===== config.mk =====
export PLATFORM = sky130hd
export DESIGN_NAME = wwt_top
export DESIGN_NICKNAME = d
export VERILOG_FILES = /design/src/hdl/wwt_pkg.sv /design/src/hdl/wwt_prescaler.sv /design/src/hdl/wwt_timer.sv /design/src/hdl/wwt_top.sv
export SDC_FILE = /design/constraint.sdc
export NUM_CORES = 1
export LEC_CHECK = 0
export BUFFER_PORTS_ARGS = -buffer_cell sky130_fd_sc_hd__buf_2
export CAP_MARGIN = 15
export CORE_ASPECT_RATIO = 0.7
export CORE_MARGIN = 2
export CORE_UTILIZATION = 28
export CTS_CLUSTER_DIAMETER = 60
export DETAILED_ROUTE_END_ITERATION = 10
export PLACE_DENSITY = 0.47
export SLEW_MARGIN = 10
export SYNTH_ARGS = -nofsm -noshare
export SYNTH_HDL_FRONTEND = slang
export SYNTH_HIERARCHICAL = 1
export SYNTH_SLANG_ARGS = --single-unit

===== constraint.sdc =====
create_clock -name aclk -period 6.03 [get_ports aclk]
set_input_delay 0 -clock aclk [delete_from_list [all_inputs] [get_ports aclk]]
set_output_delay 0 -clock aclk [all_outputs]
set_load 0.02 [all_outputs]

===== src/hdl/wwt_pkg.sv =====
// windowed watchdog timer: shared constants, register map and state types
// assumes one 200 MHz clock; one aclk cycle counts as one cpu machine cycle
package wwt_pkg;

  ////////////////////////////////////////////////////////////////////////////
  // timing
  localparam int unsigned CLK_PERIOD_NS      = 5;
  localparam int unsigned PRESCALE_CYCLES    = 16000;
  localparam int unsigned PIN_LOW_NS         = 30000;
  // a typical figure, so the plain quotient is used
  localparam int unsigned PIN_LOW_CYCLES     = PIN_LOW_NS / CLK_PERIOD_NS;
  localparam int unsigned PHASE_SHORT_CYCLES = 256;
  localparam int unsigned PHASE_LONG_CYCLES  = 4096;
  localparam int          TIMER_W            = 16;

  ////////////////////////////////////////////////////////////////////////////
  // register map: printed offsets are indices, byte address is index * 4
  localparam int          AXI_ADDR_W    = 8;
  localparam int          AXI_DATA_W    = 32;
  localparam logic [5:0]  CTRL_INDEX    = 6'h33;
  localparam logic [5:0]  STATUS_INDEX  = 6'h34;
  localparam logic [7:0]  CTRL_RESET    = 8'h7F;
  localparam int          ACTIVE_BIT    = 7;
  localparam int          COUNT_MSB_BIT = 6;
  localparam int          COUNT_W       = 7;
  localparam logic [6:0]  COUNT_TRIP    = 7'h40;
  localparam int          ST_ACTIVE_BIT = 0;
  localparam int          ST_HW_BIT     = 1;
  localparam int          ST_HALT_BIT   = 2;
  localparam int          ST_BUSY_BIT   = 3;
  localparam logic [1:0]  RESP_OKAY     = 2'h0;
  localparam logic [1:0]  RESP_SLVERR   = 2'h2;

  ////////////////////////////////////////////////////////////////////////////
  // reset sequence
  typedef enum logic [1:0] {
    SEQ_IDLE  = 2'b00,
    SEQ_PIN   = 2'b01,
    SEQ_PHASE = 2'b10
  } wwt_seq_t;

endpackage : wwt_pkg


===== src/hdl/wwt_prescaler.sv =====
// free-running prescaler: one-cycle tick every DIV clock cycles
// assumes DIV fits the package timer width and is at least 2
`timescale 1ns/10ps
module wwt_prescaler
  import wwt_pkg::*;
#(
  parameter int unsigned DIV = PRESCALE_CYCLES
) (
  input  wire logic aclk,
  input  wire logic aresetn,
  output logic      tick
);

  logic [TIMER_W-1:0] cnt_reg;
  logic [TIMER_W-1:0] cnt_next;
  logic               tick_next;
  logic               tick_reg;

  always_comb begin
    tick_next = (cnt_reg == TIMER_W'(DIV - 1));
    cnt_next  = tick_next ? '0 : cnt_reg + TIMER_W'(1);
  end

  always_ff @(posedge aclk) begin
    if (!aresetn) begin
      cnt_reg  <= '0;
      tick_reg <= 1'b0;
    end else begin
      cnt_reg  <= cnt_next;
      tick_reg <= tick_next;
    end
  end

  assign tick = tick_reg;

endmodule : wwt_prescaler


===== src/hdl/wwt_timer.sv =====
// one-shot down timer: load starts it, busy stays high for len cycles,
// done pulses in the last busy cycle
// assumes len is never zero when load is raised
`timescale 1ns/10ps
module wwt_timer
  import wwt_pkg::*;
(
  input  wire logic               aclk,
  input  wire logic               aresetn,
  input  wire logic               load,
  input  wire logic [TIMER_W-1:0] len,
  output logic                    busy,
  output logic                    done
);

  logic [TIMER_W-1:0] left_reg;
  logic [TIMER_W-1:0] left_next;

  always_comb begin
    left_next = left_reg;
    if (load) begin
      left_next = len;
    end else if (left_reg != '0) begin
      left_next = left_reg - TIMER_W'(1);
    end
  end

  always_ff @(posedge aclk) begin
    if (!aresetn) begin
      left_reg <= '0;
    end else begin
      left_reg <= left_next;
    end
  end

  assign busy = (left_reg != '0);
  assign done = (left_reg == TIMER_W'(1));

endmodule : wwt_timer


===== src/hdl/wwt_top.sv =====
// windowed watchdog timer: control register, count field, reset sequencer
// assumes an AXI4-Lite master on the same clock, option bits static while
// running, and a system that re-asserts aresetn from the reset outputs
//
// Local design decision: the AXI4-Lite slave port.
`timescale 1ns/10ps
module wwt_top
  import wwt_pkg::*;
#(
  parameter int unsigned PRESCALE = PRESCALE_CYCLES,
  parameter int unsigned PIN_LOW  = PIN_LOW_CYCLES
) (
  input  wire logic                    aclk,
  input  wire logic                    aresetn,
  input  wire logic [AXI_ADDR_W-1:0]   s_axi_awaddr,
  input  wire logic [2:0]              s_axi_awprot,
  input  wire logic                    s_axi_awvalid,
  output logic                         s_axi_awready,
  input  wire logic [AXI_DATA_W-1:0]   s_axi_wdata,
  input  wire logic [AXI_DATA_W/8-1:0] s_axi_wstrb,
  input  wire logic                    s_axi_wvalid,
  output logic                         s_axi_wready,
  output logic [1:0]                   s_axi_bresp,
  output logic                         s_axi_bvalid,
  input  wire logic                    s_axi_bready,
  input  wire logic [AXI_ADDR_W-1:0]   s_axi_araddr,
  input  wire logic [2:0]              s_axi_arprot,
  input  wire logic                    s_axi_arvalid,
  output logic                         s_axi_arready,
  output logic [AXI_DATA_W-1:0]        s_axi_rdata,
  output logic [1:0]                   s_axi_rresp,
  output logic                         s_axi_rvalid,
  input  wire logic                    s_axi_rready,
  input  wire logic                    hw_watchdog_option,
  input  wire logic                    halt_reset_option,
  input  wire logic                    long_reset_phase,
  input  wire logic                    halt_request,
  output logic                         halt_enter,
  output logic                         reset_pin_out,
  output logic                         reset_pin_oe,
  output logic                         reset_phase
);

  ////////////////////////////////////////////////////////////////////////////
  // bus write channel: address and data are caught independently

  logic [AXI_ADDR_W-1:0] awaddr_reg;
  logic [AXI_ADDR_W-1:0] awaddr_next;
  logic                  aw_full_reg;
  logic                  aw_full_next;
  logic [7:0]            wbyte_reg;
  logic [7:0]            wbyte_next;
  logic                  wlane_reg;
  logic                  wlane_next;
  logic                  w_full_reg;
  logic                  w_full_next;
  logic                  bvalid_reg;
  logic                  bvalid_next;
  logic [1:0]            bresp_reg;
  logic [1:0]            bresp_next;
  logic                  wr_fire;
  logic                  wr_ctrl;

  assign s_axi_awready = !aw_full_reg;
  assign s_axi_wready  = !w_full_reg;
  assign wr_fire       = aw_full_reg && w_full_reg && !bvalid_reg;
  assign wr_ctrl       = wr_fire && (awaddr_reg[AXI_ADDR_W-1:2] == CTRL_INDEX) && wlane_reg;

  always_comb begin
    awaddr_next  = awaddr_reg;
    aw_full_next = aw_full_reg;
    wbyte_next   = wbyte_reg;
    wlane_next   = wlane_reg;
    w_full_next  = w_full_reg;
    bvalid_next  = bvalid_reg;
    bresp_next   = bresp_reg;
    if (s_axi_awvalid && !aw_full_reg) begin
      awaddr_next  = s_axi_awaddr;
      aw_full_next = 1'b1;
    end
    if (s_axi_wvalid && !w_full_reg) begin
      wbyte_next  = s_axi_wdata[7:0];
      wlane_next  = s_axi_wstrb[0];
      w_full_next = 1'b1;
    end
    if (wr_fire) begin
      aw_full_next = 1'b0;
      w_full_next  = 1'b0;
      bvalid_next  = 1'b1;
      // the status word is read-only, so only the control index answers okay
      bresp_next   = (awaddr_reg[AXI_ADDR_W-1:2] == CTRL_INDEX) ? RESP_OKAY : RESP_SLVERR;
    end
    if (bvalid_reg && s_axi_bready) begin
      bvalid_next = 1'b0;
    end
  end

  always_ff @(posedge aclk) begin
    if (!aresetn) begin
      awaddr_reg  <= '0;
      aw_full_reg <= 1'b0;
      wbyte_reg   <= '0;
      wlane_reg   <= 1'b0;
      w_full_reg  <= 1'b0;
      bvalid_reg  <= 1'b0;
      bresp_reg   <= RESP_OKAY;
    end else begin
      awaddr_reg  <= awaddr_next;
      aw_full_reg <= aw_full_next;
      wbyte_reg   <= wbyte_next;
      wlane_reg   <= wlane_next;
      w_full_reg  <= w_full_next;
      bvalid_reg  <= bvalid_next;
      bresp_reg   <= bresp_next;
    end
  end

  assign s_axi_bvalid = bvalid_reg;
  assign s_axi_bresp  = bresp_reg;

  ////////////////////////////////////////////////////////////////////////////
  // control register and count field

  logic               active_reg;
  logic               active_next;
  logic [COUNT_W-1:0] count_reg;
  logic [COUNT_W-1:0] count_next;
  logic               tick;
  logic               active_eff;
  logic               trip_count;
  logic               trip_soft;
  logic               trip_halt;
  logic               trigger;

  wwt_prescaler #(
    .DIV     (PRESCALE)
  ) u_prescaler (
    .aclk    (aclk),
    .aresetn (aresetn),
    .tick    (tick)
  );

  assign active_eff = active_reg || hw_watchdog_option;

  always_comb begin
    active_next = active_reg;
    count_next  = count_reg;
    if (wr_ctrl) begin
      // the prescaler is not restarted, so the first step may come early
      count_next = wbyte_reg[COUNT_W-1:0];
      if (wbyte_reg[ACTIVE_BIT]) begin
        active_next = 1'b1;
      end
    end else if (tick) begin
      count_next = count_reg - COUNT_W'(1);
    end
  end

  // a roll from 40h to 3Fh, only through a prescaler step
  assign trip_count = active_eff && !wr_ctrl && tick && (count_reg == COUNT_TRIP);
  // software reset: a write with the count msb clear that arms the watchdog or finds it already armed
  assign trip_soft  = wr_ctrl && (wbyte_reg[ACTIVE_BIT] || active_eff)
                      && !wbyte_reg[COUNT_MSB_BIT];
  assign trip_halt  = halt_request && active_eff && halt_reset_option;
  assign trigger    = trip_count || trip_soft || trip_halt;

  always_ff @(posedge aclk) begin
    if (!aresetn) begin
      active_reg <= CTRL_RESET[ACTIVE_BIT];
      count_reg  <= CTRL_RESET[COUNT_W-1:0];
    end else begin
      active_reg <= active_next;
      count_reg  <= count_next;
    end
  end

  ////////////////////////////////////////////////////////////////////////////
  // reset sequencer: pin pulse, then the reset phase

  wwt_seq_t           seq_reg;
  wwt_seq_t           seq_next;
  logic               tmr_load;
  logic [TIMER_W-1:0] tmr_len;
  logic               tmr_busy;
  logic               tmr_done;
  logic               pin_oe_reg;
  logic               pin_oe_next;
  logic               phase_reg;
  logic               phase_next;
  logic               halt_enter_reg;
  logic               halt_enter_next;

  wwt_timer u_timer (
    .aclk    (aclk),
    .aresetn (aresetn),
    .load    (tmr_load),
    .len     (tmr_len),
    .busy    (tmr_busy),
    .done    (tmr_done)
  );

  always_comb begin
    seq_next = seq_reg;
    tmr_load = 1'b0;
    tmr_len  = TIMER_W'(PIN_LOW);
    case (seq_reg)
      SEQ_IDLE: begin
        if (trigger) begin
          tmr_load = 1'b1;
          seq_next = SEQ_PIN;
        end
      end
      SEQ_PIN: begin
        if (tmr_done) begin
          tmr_load = 1'b1;
          tmr_len  = long_reset_phase ? TIMER_W'(PHASE_LONG_CYCLES)
                                      : TIMER_W'(PHASE_SHORT_CYCLES);
          seq_next = SEQ_PHASE;
        end
      end
      SEQ_PHASE: begin
        if (tmr_done) begin
          seq_next = SEQ_IDLE;
        end
      end
      default: begin
        seq_next = SEQ_IDLE;
      end
    endcase
    pin_oe_next     = (seq_next == SEQ_PIN);
    phase_next      = (seq_next == SEQ_PHASE);
    // a halt that resets never enters halt
    halt_enter_next = halt_request && !trip_halt && (seq_reg == SEQ_IDLE);
  end

  always_ff @(posedge aclk) begin
    if (!aresetn) begin
      seq_reg        <= SEQ_IDLE;
      pin_oe_reg     <= 1'b0;
      phase_reg      <= 1'b0;
      halt_enter_reg <= 1'b0;
    end else begin
      seq_reg        <= seq_next;
      pin_oe_reg     <= pin_oe_next;
      phase_reg      <= phase_next;
      halt_enter_reg <= halt_enter_next;
    end
  end

  // open-drain reset pin: only ever pulled low
  assign reset_pin_out = 1'b0;
  assign reset_pin_oe  = pin_oe_reg;
  assign reset_phase   = phase_reg;
  assign halt_enter    = halt_enter_reg;

  ////////////////////////////////////////////////////////////////////////////
  // bus read channel: one cycle from address to data

  logic                  rvalid_reg;
  logic                  rvalid_next;
  logic [AXI_DATA_W-1:0] rdata_reg;
  logic [AXI_DATA_W-1:0] rdata_next;
  logic [1:0]            rresp_reg;
  logic [1:0]            rresp_next;
  logic [7:0]            status_byte;

  assign s_axi_arready = !rvalid_reg;

  always_comb begin
    status_byte                = '0;
    status_byte[ST_ACTIVE_BIT] = active_eff;
    status_byte[ST_HW_BIT]     = hw_watchdog_option;
    status_byte[ST_HALT_BIT]   = halt_reset_option;
    status_byte[ST_BUSY_BIT]   = tmr_busy;
    rvalid_next = rvalid_reg;
    rdata_next  = rdata_reg;
    rresp_next  = rresp_reg;
    if (rvalid_reg && s_axi_rready) begin
      rvalid_next = 1'b0;
    end
    if (s_axi_arvalid && !rvalid_reg) begin
      rvalid_next = 1'b1;
      rdata_next  = '0;
      rresp_next  = RESP_OKAY;
      if (s_axi_araddr[AXI_ADDR_W-1:2] == CTRL_INDEX) begin
        rdata_next[7:0] = {active_reg, count_reg};
      end else if (s_axi_araddr[AXI_ADDR_W-1:2] == STATUS_INDEX) begin
        rdata_next[7:0] = status_byte;
      end else begin
        rresp_next = RESP_SLVERR;
      end
    end
  end

  always_ff @(posedge aclk) begin
    if (!aresetn) begin
      rvalid_reg <= 1'b0;
      rdata_reg  <= '0;
      rresp_reg  <= RESP_OKAY;
    end else begin
      rvalid_reg <= rvalid_next;
      rdata_reg  <= rdata_next;
      rresp_reg  <= rresp_next;
    end
  end

  assign s_axi_rvalid = rvalid_reg;
  assign s_axi_rdata  = rdata_reg;
  assign s_axi_rresp  = rresp_reg;

endmodule : wwt_top


# After elaboration in Yosys (flattened, before gate mapping)
# Index checks and enable logic that the tools add are counted.
# totals
n_memories	0
mem_bits_rw	0
reg_bits	79
wordCells	92
latch_bits	0
romBits	0
# op_classes
n_reduce_logical	38
addsub	3
n_shift	0
mul	0
div_mod_pow	0
n_eq_ne	10
muxes	21
bitwise	1
order_cmp	0
# op_table
op	n
two-way mux 13 bit	3
two-way mux 16 bit	2
equality test 6 bit, second input constant	3
logical AND 1 bit	18
adder 16 x 1 -> 16 bit, second input constant	1
equality test 16 x 1 -> 1 bit, second input constant	1
equality test 16 x 14 -> 1 bit, second input constant	1
nonzero test 16 bit	1
subtractor 16 x 1 -> 16 bit, second input constant	1
two-way mux 7 bit	2
two-way mux 2 bit	6
two-way mux 8 bit	1
equality test 7 bit, second input constant	1
zero test 1 bit	7
subtractor 7 x 1 -> 7 bit, second input constant	1
one-hot mux 2 bit (3 select lines)	1
nonzero test 2 bit	3
OR reduction 2 bit	3
equality test 2 x 1 -> 1 bit, second input constant	2
equality test 2 bit, second input constant	2
logical OR 1 bit	4
two-way mux 1 bit	4
two-way mux 4 bit	1
zero test 2 bit	1
3 further kinds	3

# Logic depth before layout (Yosys ltp)
# Gate-level depths: netlist (run 1).
# logic_depth
word_depth	13
ltp_mapped	11
depth_no_buf	9

# By module
# The synthesis (run 1) kept the hierarchy.
# modules_own_cells
mod	area_per_inst_um2	n_inst	cells_each	seq_area_each_um2
wwt_top	2040.7	1	230	840.8
wwt_timer	924.6	1	112	320.3
wwt_prescaler	735.7	1	81	340.3

# Worst setup path after synthesis (run 1)
# Ideal clock, no wire load.
# synth_timing
path_type	register -> register
from	reg u_timer.left_reg[5]
to	reg u_timer.left_reg[10]
slack_ps	3548
path_buffers	2
arrival_ps	2407
required_time_ps	5956
path_stages_with_launch	11
path_cell_list	dfxtp_1 > nor4_4 > and4_1 > and3_1 > inv_1 > a2111oi_2 > clkbuf_1 > and2_1 > clkbuf_2 > nand2_1 > o21ai_0
# synth_via
elab_chain_len	4
# synth_rtl
item	line_no	text
start, declared	wwt_timer.sv:16	logic [TIMER_W-1:0] left_reg;
start signal, assigned	wwt_timer.sv:32	left_reg <= left_next;
equality test 16 x 1 -> 1 bit *	wwt_timer.sv:37	assign done = (left_reg == TIMER_W'(1));
net tmr_done	wwt_top.sv:185	logic tmr_done;
two-way mux 1 bit *	wwt_top.sv:214	if (tmr_done) begin
one-hot mux 1 bit (2 select lines) *	wwt_top.sv:206	case (seq_reg)
net tmr_load	wwt_top.sv:182	logic tmr_load;
two-way mux 16 bit / nonzero test 2 bit (equally long branches)	--	
# The timed path passes the listed nets; every way through them passes the cells marked *. The select of a mux whose other input is x is not followed.
# A chain may end at the register's enable or synchronous reset.

# Final worst setup path (run 1)
# layout_timing
from	reg u_timer.left_reg[5]
to	reg u_timer.left_reg[7]
# Same word-level chain as after synthesis.

==> impl_metrics.json, run 1 <==
{
  "cp_num_buf_inv": 3,
  "hpwl_um": 5800,
  "synth_flop_cell": "dfxtp_1",
  "hold_depth": 4,
  "synth_top_family_by_area": "simple AND/OR/NAND/NOR gates",
  "tightest_slew_ns": 0.914,
  "drc": 0,
  "synth_edf_count": 0,
  "ios": 114,
  "crit_type": "flop to flop",
  "io_buffers": 49,
  "crit_path_end_kind": "flop",
  "instances_no_fill": 674,
  "skew_ns": 0.00604,
  "syn-cell-area_um2": 3700,
  "p_sw_share_pct": 32.6,
  "power.internal_mw": 1.07,
  "setup_ws_ns": 3.06,
  "crit_chain": "nor4_4, and4_1, and3_1, inv_1, a2111oi_2, buf_4, clkinv_1, o211ai_2, o21ai_0",
  "rr_worst_depth": 9,
  "grt_pass1_vias": 2770,
  "slew_viol_final": 0,
  "diodes": 0,
  "fin_nets": 577,
  "cts.sinks": 75,
  "grt_use_total_pct": 11.9,
  "p_clk_share_pct": 33.5,
  "wl_per_cell_um": 12.0,
  "slew_headroom_pct": 38.2,
  "cts_max_path_buffers": 2,
  "gp_congestion": 0.775,
  "synth-adder-area-share_pct": 1.69,
  "place_inst": 634,
  "crit_cells": 9,
  "finalCriticalPeriod_ns": 2.97,
  "ys_types": 57,
  "synth-compound-area-share_pct": 13.2,
  "die_x_um": 141,
  "cts_tree": "done",
  "status": "completed",
  "wl_met3_um": 333,
  "rows": 35,
  "root_buffer": "clkbuf_16",
  "numCtsBuffers": 9,
  "synthCells": 423,
  "ys_seq_area_share_pct": 40.6,
  "worst_path_max_delay_cell": "nor4_4",
  "grt_max_degree": 57,
  "routed.top_layer": "met4",
  "fmax_ghz": 0.337,
  "cp_max_fo": 11,
  "crit_path_max_incr_delay_ns": 0.53,
  "finalHoldViolCount": 0,
  "pre_cts_ws_ns": 3.09,
  "synthXorXnorAreaFrac_pct": 7.10,
  "fp.coreArea_um2": 13100,
  "seqPwrFrac_pct": 39.5,
  "yosysWarnings": 6,
  "yosys_register_bits": 75,
  "synth_mux_area_share_pct": 2.43,
  "critical_path.top_delay_family": "simple AND/OR/NAND/NOR gates",
  "leakagePower_nw": 1.78,
  "syn2layout_area_growth_pct": 23.4,
  "drt_iter0_drc": 176,
  "setup_viol": 0,
  "arrival_ns": 3.16,
  "overflow": 0,
  "required_ns": 6.23,
  "clk_latency_ns": 0.33,
  "vias_per_cell": 4.54,
  "antenna_found_initial": 0,
  "fp.dieArea_um2": 14200,
  "vias": 3059,
  "p_sw_uw": 517,
  "ant_nets": 0,
  "synth_area_per_cell_um2": 8.75,
  "drive_gt1_share_pct": 16.3,
  "crit_path_start_kind": "flop",
  "grt_pass1_wl_um": 13400,
  "power.density_nw_per_um2": 347,
  "hp-class": "input port to flop",
  "wirelength_um": 8060,
  "clkTransAtPathRegs_ns": 0.06,
  "cap_violations": 0,
  "initial_core_util_pct": 28.4,
  "yosys.area_share.simple_pct": 26.2,
  "wl_met1_um": 4250,
  "dr.pass1.iters": 4,
  "rsz0062_at_grt": "false",
  "htreeDepth": 3,
  "chipHeight_um": 100,
  "peakVddDrop_v": 0.000159,
  "finalSetupTns_ns": 0,
  "met2_length_um": 3390,
  "final_util_pct": 35.0,
  "comb_power_share_pct": 27.0,
  "synthArstFlopShare_pct": 0,
  "fin_crit_sh_pct": 49.2
}
kinds of logic (layout without fill, tap and decap cells):
family          Yosys count  in the layout
simple gates            179            179
xor+xnor                 30             30
compound gates           68             68
fa+ha+maj                 5              5
flops                    75             75
mux                       9              9
buf+inv                  56            106
other cells               1             36
placed cells by master (no fill, tap or decap), drive strengths merged, types with 4 or more instances in the layout:
master and n:
xor2 11, nand3 16, dfxtp 75, or3 4
ha 5, a221oi 4, nor4 11, conb 36
xnor2 19, nand2b 4, dlygate4sd3 24, inv 15
nor2 31, nand4 8, o21ai 22, a21boi 14
nand2 56, clkbuf 12, mux2i 9, o211ai 7
nor3b 4, nor3 13, buf 50, nor4b 4
nor2b 12
Yosys cell counts, drive strengths merged, types with 3 or more instances:
| library cell | count | area, µm² |
|---|---|---|
| and3 | 3 | 20.0 |
| a21oi | 3 | 15.0 |
| o211a | 3 | 30.0 |
| xnor2 | 19 | 166 |
| and2 | 3 | 18.8 |
| inv | 15 | 56.3 |
| nand4 | 8 | 56.3 |
| nand2 | 56 | 210 |
| nor3b | 4 | 35.0 |
| nand3 | 16 | 90.1 |
| nor2 | 31 | 116 |
| nor2b | 12 | 75.1 |
| nor4 | 11 | 83.8 |
| xor2 | 11 | 96.3 |
| mux2i | 9 | 90.1 |
| o21a | 3 | 22.5 |
| buf | 29 | 219 |
| clkbuf | 11 | 42.5 |
| dfxtp | 75 | 1500 |
| a221oi | 4 | 35.0 |
| ha | 5 | 62.6 |
| o21ai | 22 | 121 |
| nand4b | 3 | 26.3 |
| o211ai | 7 | 57.6 |
| nand2b | 4 | 25.0 |
| nor4b | 4 | 35.0 |
| nor3 | 13 | 80.1 |
| a31oi | 3 | 18.8 |
| a21boi | 14 | 105 |
| or3 | 4 | 30.0 |
| o31ai | 3 | 22.5 |
metal layers:
layer	vias to the layer above	track usage, %
met5	-	0
met4	0	4.00
met3	9	3.53
met2	57	17.1
met1	1426	17.0
li1	1567	-
stage by stage:
stage                     hold slack [ns]  cell area [µm²]  total power [mW]
after floorplan                     0.120             3830             0.963
after global placement              0.255             4030              1.04
after detailed placement            0.262             4030              1.05
after CTS                          0.0578             4570              1.60
after global routing               0.0937             4570              1.69
final                              0.0633             4570              1.59
layout make-up:
cell class | count | area, µm²
fillers | 1355 | 8480
inverters | 16 | 60.1
well taps | 166 | 208
repair buffers | 74 | 493
clock buffers | 12 | 246
flip-flops and latches | 75 | 1500
multi-input cells | 327 | 2010
clock inverters | 4 | 50.0
final timing paths:
path | startpoint | end | slack, ns
max | u_timer/left_reg[5] | u_timer/left_reg[7] | 3.06
min | s_axi_araddr[4] | s_axi_rdata[7] | 0.06
max reg2reg | u_timer/left_reg[5] | u_timer/left_reg[7] | 3.06
min reg2reg | s_axi_rdata[5] | s_axi_rdata[5] | 0.47
power groups by stage:
stage                     registers, mW  clock network (mW)  logic, mW
after floorplan                   0.628                   0      0.335
after global placement            0.636                   0      0.408
after detailed placement          0.638                   0      0.412
after CTS                         0.627               0.547      0.428
after global routing              0.639               0.571      0.483
final                             0.627               0.531      0.428
worst min-delay path, stage by stage:
cell and delay [ns]:
buf_2 0.09, nor3_2 0.09, nand3_1 0.09, a21boi_0 0.07
repair_timing:
action | CTS | global route
hold buffers | 24 | 0
gates resized for setup | 0 | 0
setup endpoints to repair | 0 | 0
endpoints found under the hold margin | 23 | 0
setup buffers | 0 | 0
Note: power is estimated with default switching activity, not from simulation.
==> run 2: changes to the inputs <==
==> constraint.sdc (replaced) <==
create_clock -name aclk -period 2.8 [get_ports aclk]
set_input_delay 0 -clock aclk [delete_from_list [all_inputs] [get_ports aclk]]
set_output_delay 0 -clock aclk [all_outputs]
set_load 0.02 [all_outputs]
==> run 2 against run 1 <==
Against the previous run: global-route usage about the same; critical endpoint is now u_timer/left_reg[6]; design area increased by 1.5%; first-iteration DRC count increased by 4.0%; critical path type unchanged; register-to-register slack got worse by 2.7 ns; clock-buffer cell count decreased by 2; die area unchanged; total power increased by 120%; cell count increased by 1.5%; via count decreased by 0.20%; wire length increased by 1.9%; maximum frequency increased by 22%; clock skew decreased by 0.0015 ns.
==> impl_metrics.json, run 2 (synthesis gave the netlist of run 1 again) <==
{
  "grt_pass1_wl_um": 13600,
  "numCtsBuffers": 9,
  "status": "completed",
  "vias_per_cell": 4.46,
  "cap_violations": 0,
  "diodes": 0,
  "rr_worst_depth": 9,
  "htreeDepth": 3,
  "place_inst": 645,
  "cp_num_buf_inv": 2,
  "hp-class": "input port to flop",
  "fin_nets": 588,
  "post_cts_buffers": 0,
  "syn2layout_area_growth_pct": 25.3,
  "skew_ns": 0.00458,
  "hpwl_um": 6000,
  "cts_tree": "done",
  "final_cell_mix": "75 x dfxtp_1, 56 x nand2_1, 49 x buf_2",
  "slew_headroom_pct": 36.3,
  "instances_no_fill": 684,
  "hold_depth": 4,
  "ctsResizeCount": 0,
  "worst_path_max_delay_cell": "a2111oi_2",
  "hold_slack_ns": 0.0712,
  "root_buffer": "clkbuf_16",
  "grt_max_degree": 38,
  "crit_cells": 9,
  "cts.sinks": 75,
  "final_common_cell": "dfxtp_1",
  "crit_path_start_kind": "flop",
  "initial_core_util_pct": 28.4,
  "finalHoldViolCount": 0,
  "vias": 3053,
  "leakagePower_nw": 1.83,
  "drc": 0,
  "overflow": 0,
  "slew_viol_final": 0,
  "power.density_nw_per_um2": 752,
  "crit_path_end_kind": "flop",
  "clk_latency_ns": 0.33,
  "chipHeight_um": 100,
  "ios": 114,
  "clkTransAtPathRegs_ns": 0.06,
  "io_buffers": 49,
  "final_util_pct": 35.5,
  "ant_nets": 0,
  "setup_viol": 0,
  "grt_use_total_pct": 11.9,
  "cp_max_fo": 10,
  "grt_pass1_vias": 2783,
  "setup_ws_ns": 0.376,
  "fp.dieArea_um2": 14200,
  "pre_cts_ws_ns": 0.375,
  "die_x_um": 141,
  "antenna_found_initial": 0,
  "fmax_ghz": 0.412,
  "crit_path_max_incr_delay_ns": 0.42,
  "arrival_ns": 2.68,
  "drive_gt1_share_pct": 18.1,
  "crit_chain": "nor3_1, and4_1, and3_1, inv_1, a2111oi_2, buf_4, and2_1, nand2_1, o21ai_0",
  "fin_crit_sh_pct": 86.6,
  "finalCriticalPeriod_ns": 2.42,
  "peakVddDrop_v": 0.000327,
  "rsz0062_at_grt": "false",
  "rows": 35,
  "cts_max_path_buffers": 2,
  "finalSetupTns_ns": 0,
  "drt_iter0_drc": 183,
  "wl_per_cell_um": 12.0,
  "fp.coreArea_um2": 13100,
  "crit_type": "flop to flop",
  "wirelength_um": 8220,
  "dr.pass1.iters": 4,
  "gp_congestion": 0.787,
  "critical_path.top_delay_family": "simple AND/OR/NAND/NOR gates",
  "tightest_slew_ns": 0.943,
  "required_ns": 3.05
}
run 2: final cells by class:
class | instances | area (µm²)
Timing Repair Buffer | 85 | 576
Tap cell | 166 | 208
Sequential cell | 75 | 1500
Multi-Input combinational cell | 327 | 2010
Clock buffer | 10 | 229
Clock inverter | 5 | 55.1
Inverter | 16 | 60.1
Fill cell | 1329 | 8410
run 2: through the flow:
step / cell area, µm² / total power, mW
after floorplan: 3830 / 2.07
after global placement: 4110 / 2.35
after detailed placement: 4110 / 2.37
after CTS: 4640 / 3.52
after global routing: 4640 / 3.71
final: 4640 / 3.49
run 2: per-layer routing:
layer | track usage [%] | wire length (µm)
met4 | 3.46 | 57
met3 | 3.20 | 376
met2 | 16.8 | 3370
met5 | 0 | 0
met1 | 17.7 | 4410
run 2: worst paths after layout:
kind	endpoint	slack (ns)	from
max	u_timer/left_reg[6]	0.38	u_timer/left_reg[10]
min	s_axi_rdata[4]	0.07	s_axi_araddr[4]
max reg2reg	u_timer/left_reg[6]	0.38	u_timer/left_reg[10]
min reg2reg	wlane_reg	0.46	wlane_reg
run 2: what timing repair did:
action	CTS	global route
endpoints found under the setup margin	0	0
hold buffers	24	0
hold endpoints to repair	23	0
run 2: worst reg2reg max path, stage by stage (launching register included):
cell,delay (ns)
dfxtp_1,0.35
nor3_1,0.32
and4_1,0.30
and3_1,0.25
inv_1,0.07
a2111oi_2,0.42
buf_4,0.24
and2_1,0.26
nand2_1,0.08
o21ai_0,0.07
run 2: power breakdown:
group,internal (mW),switching (mW)
Sequential,1.20,0.154
Clock,0.681,0.433
Combinational,0.467,0.550
Total,2.35,1.14
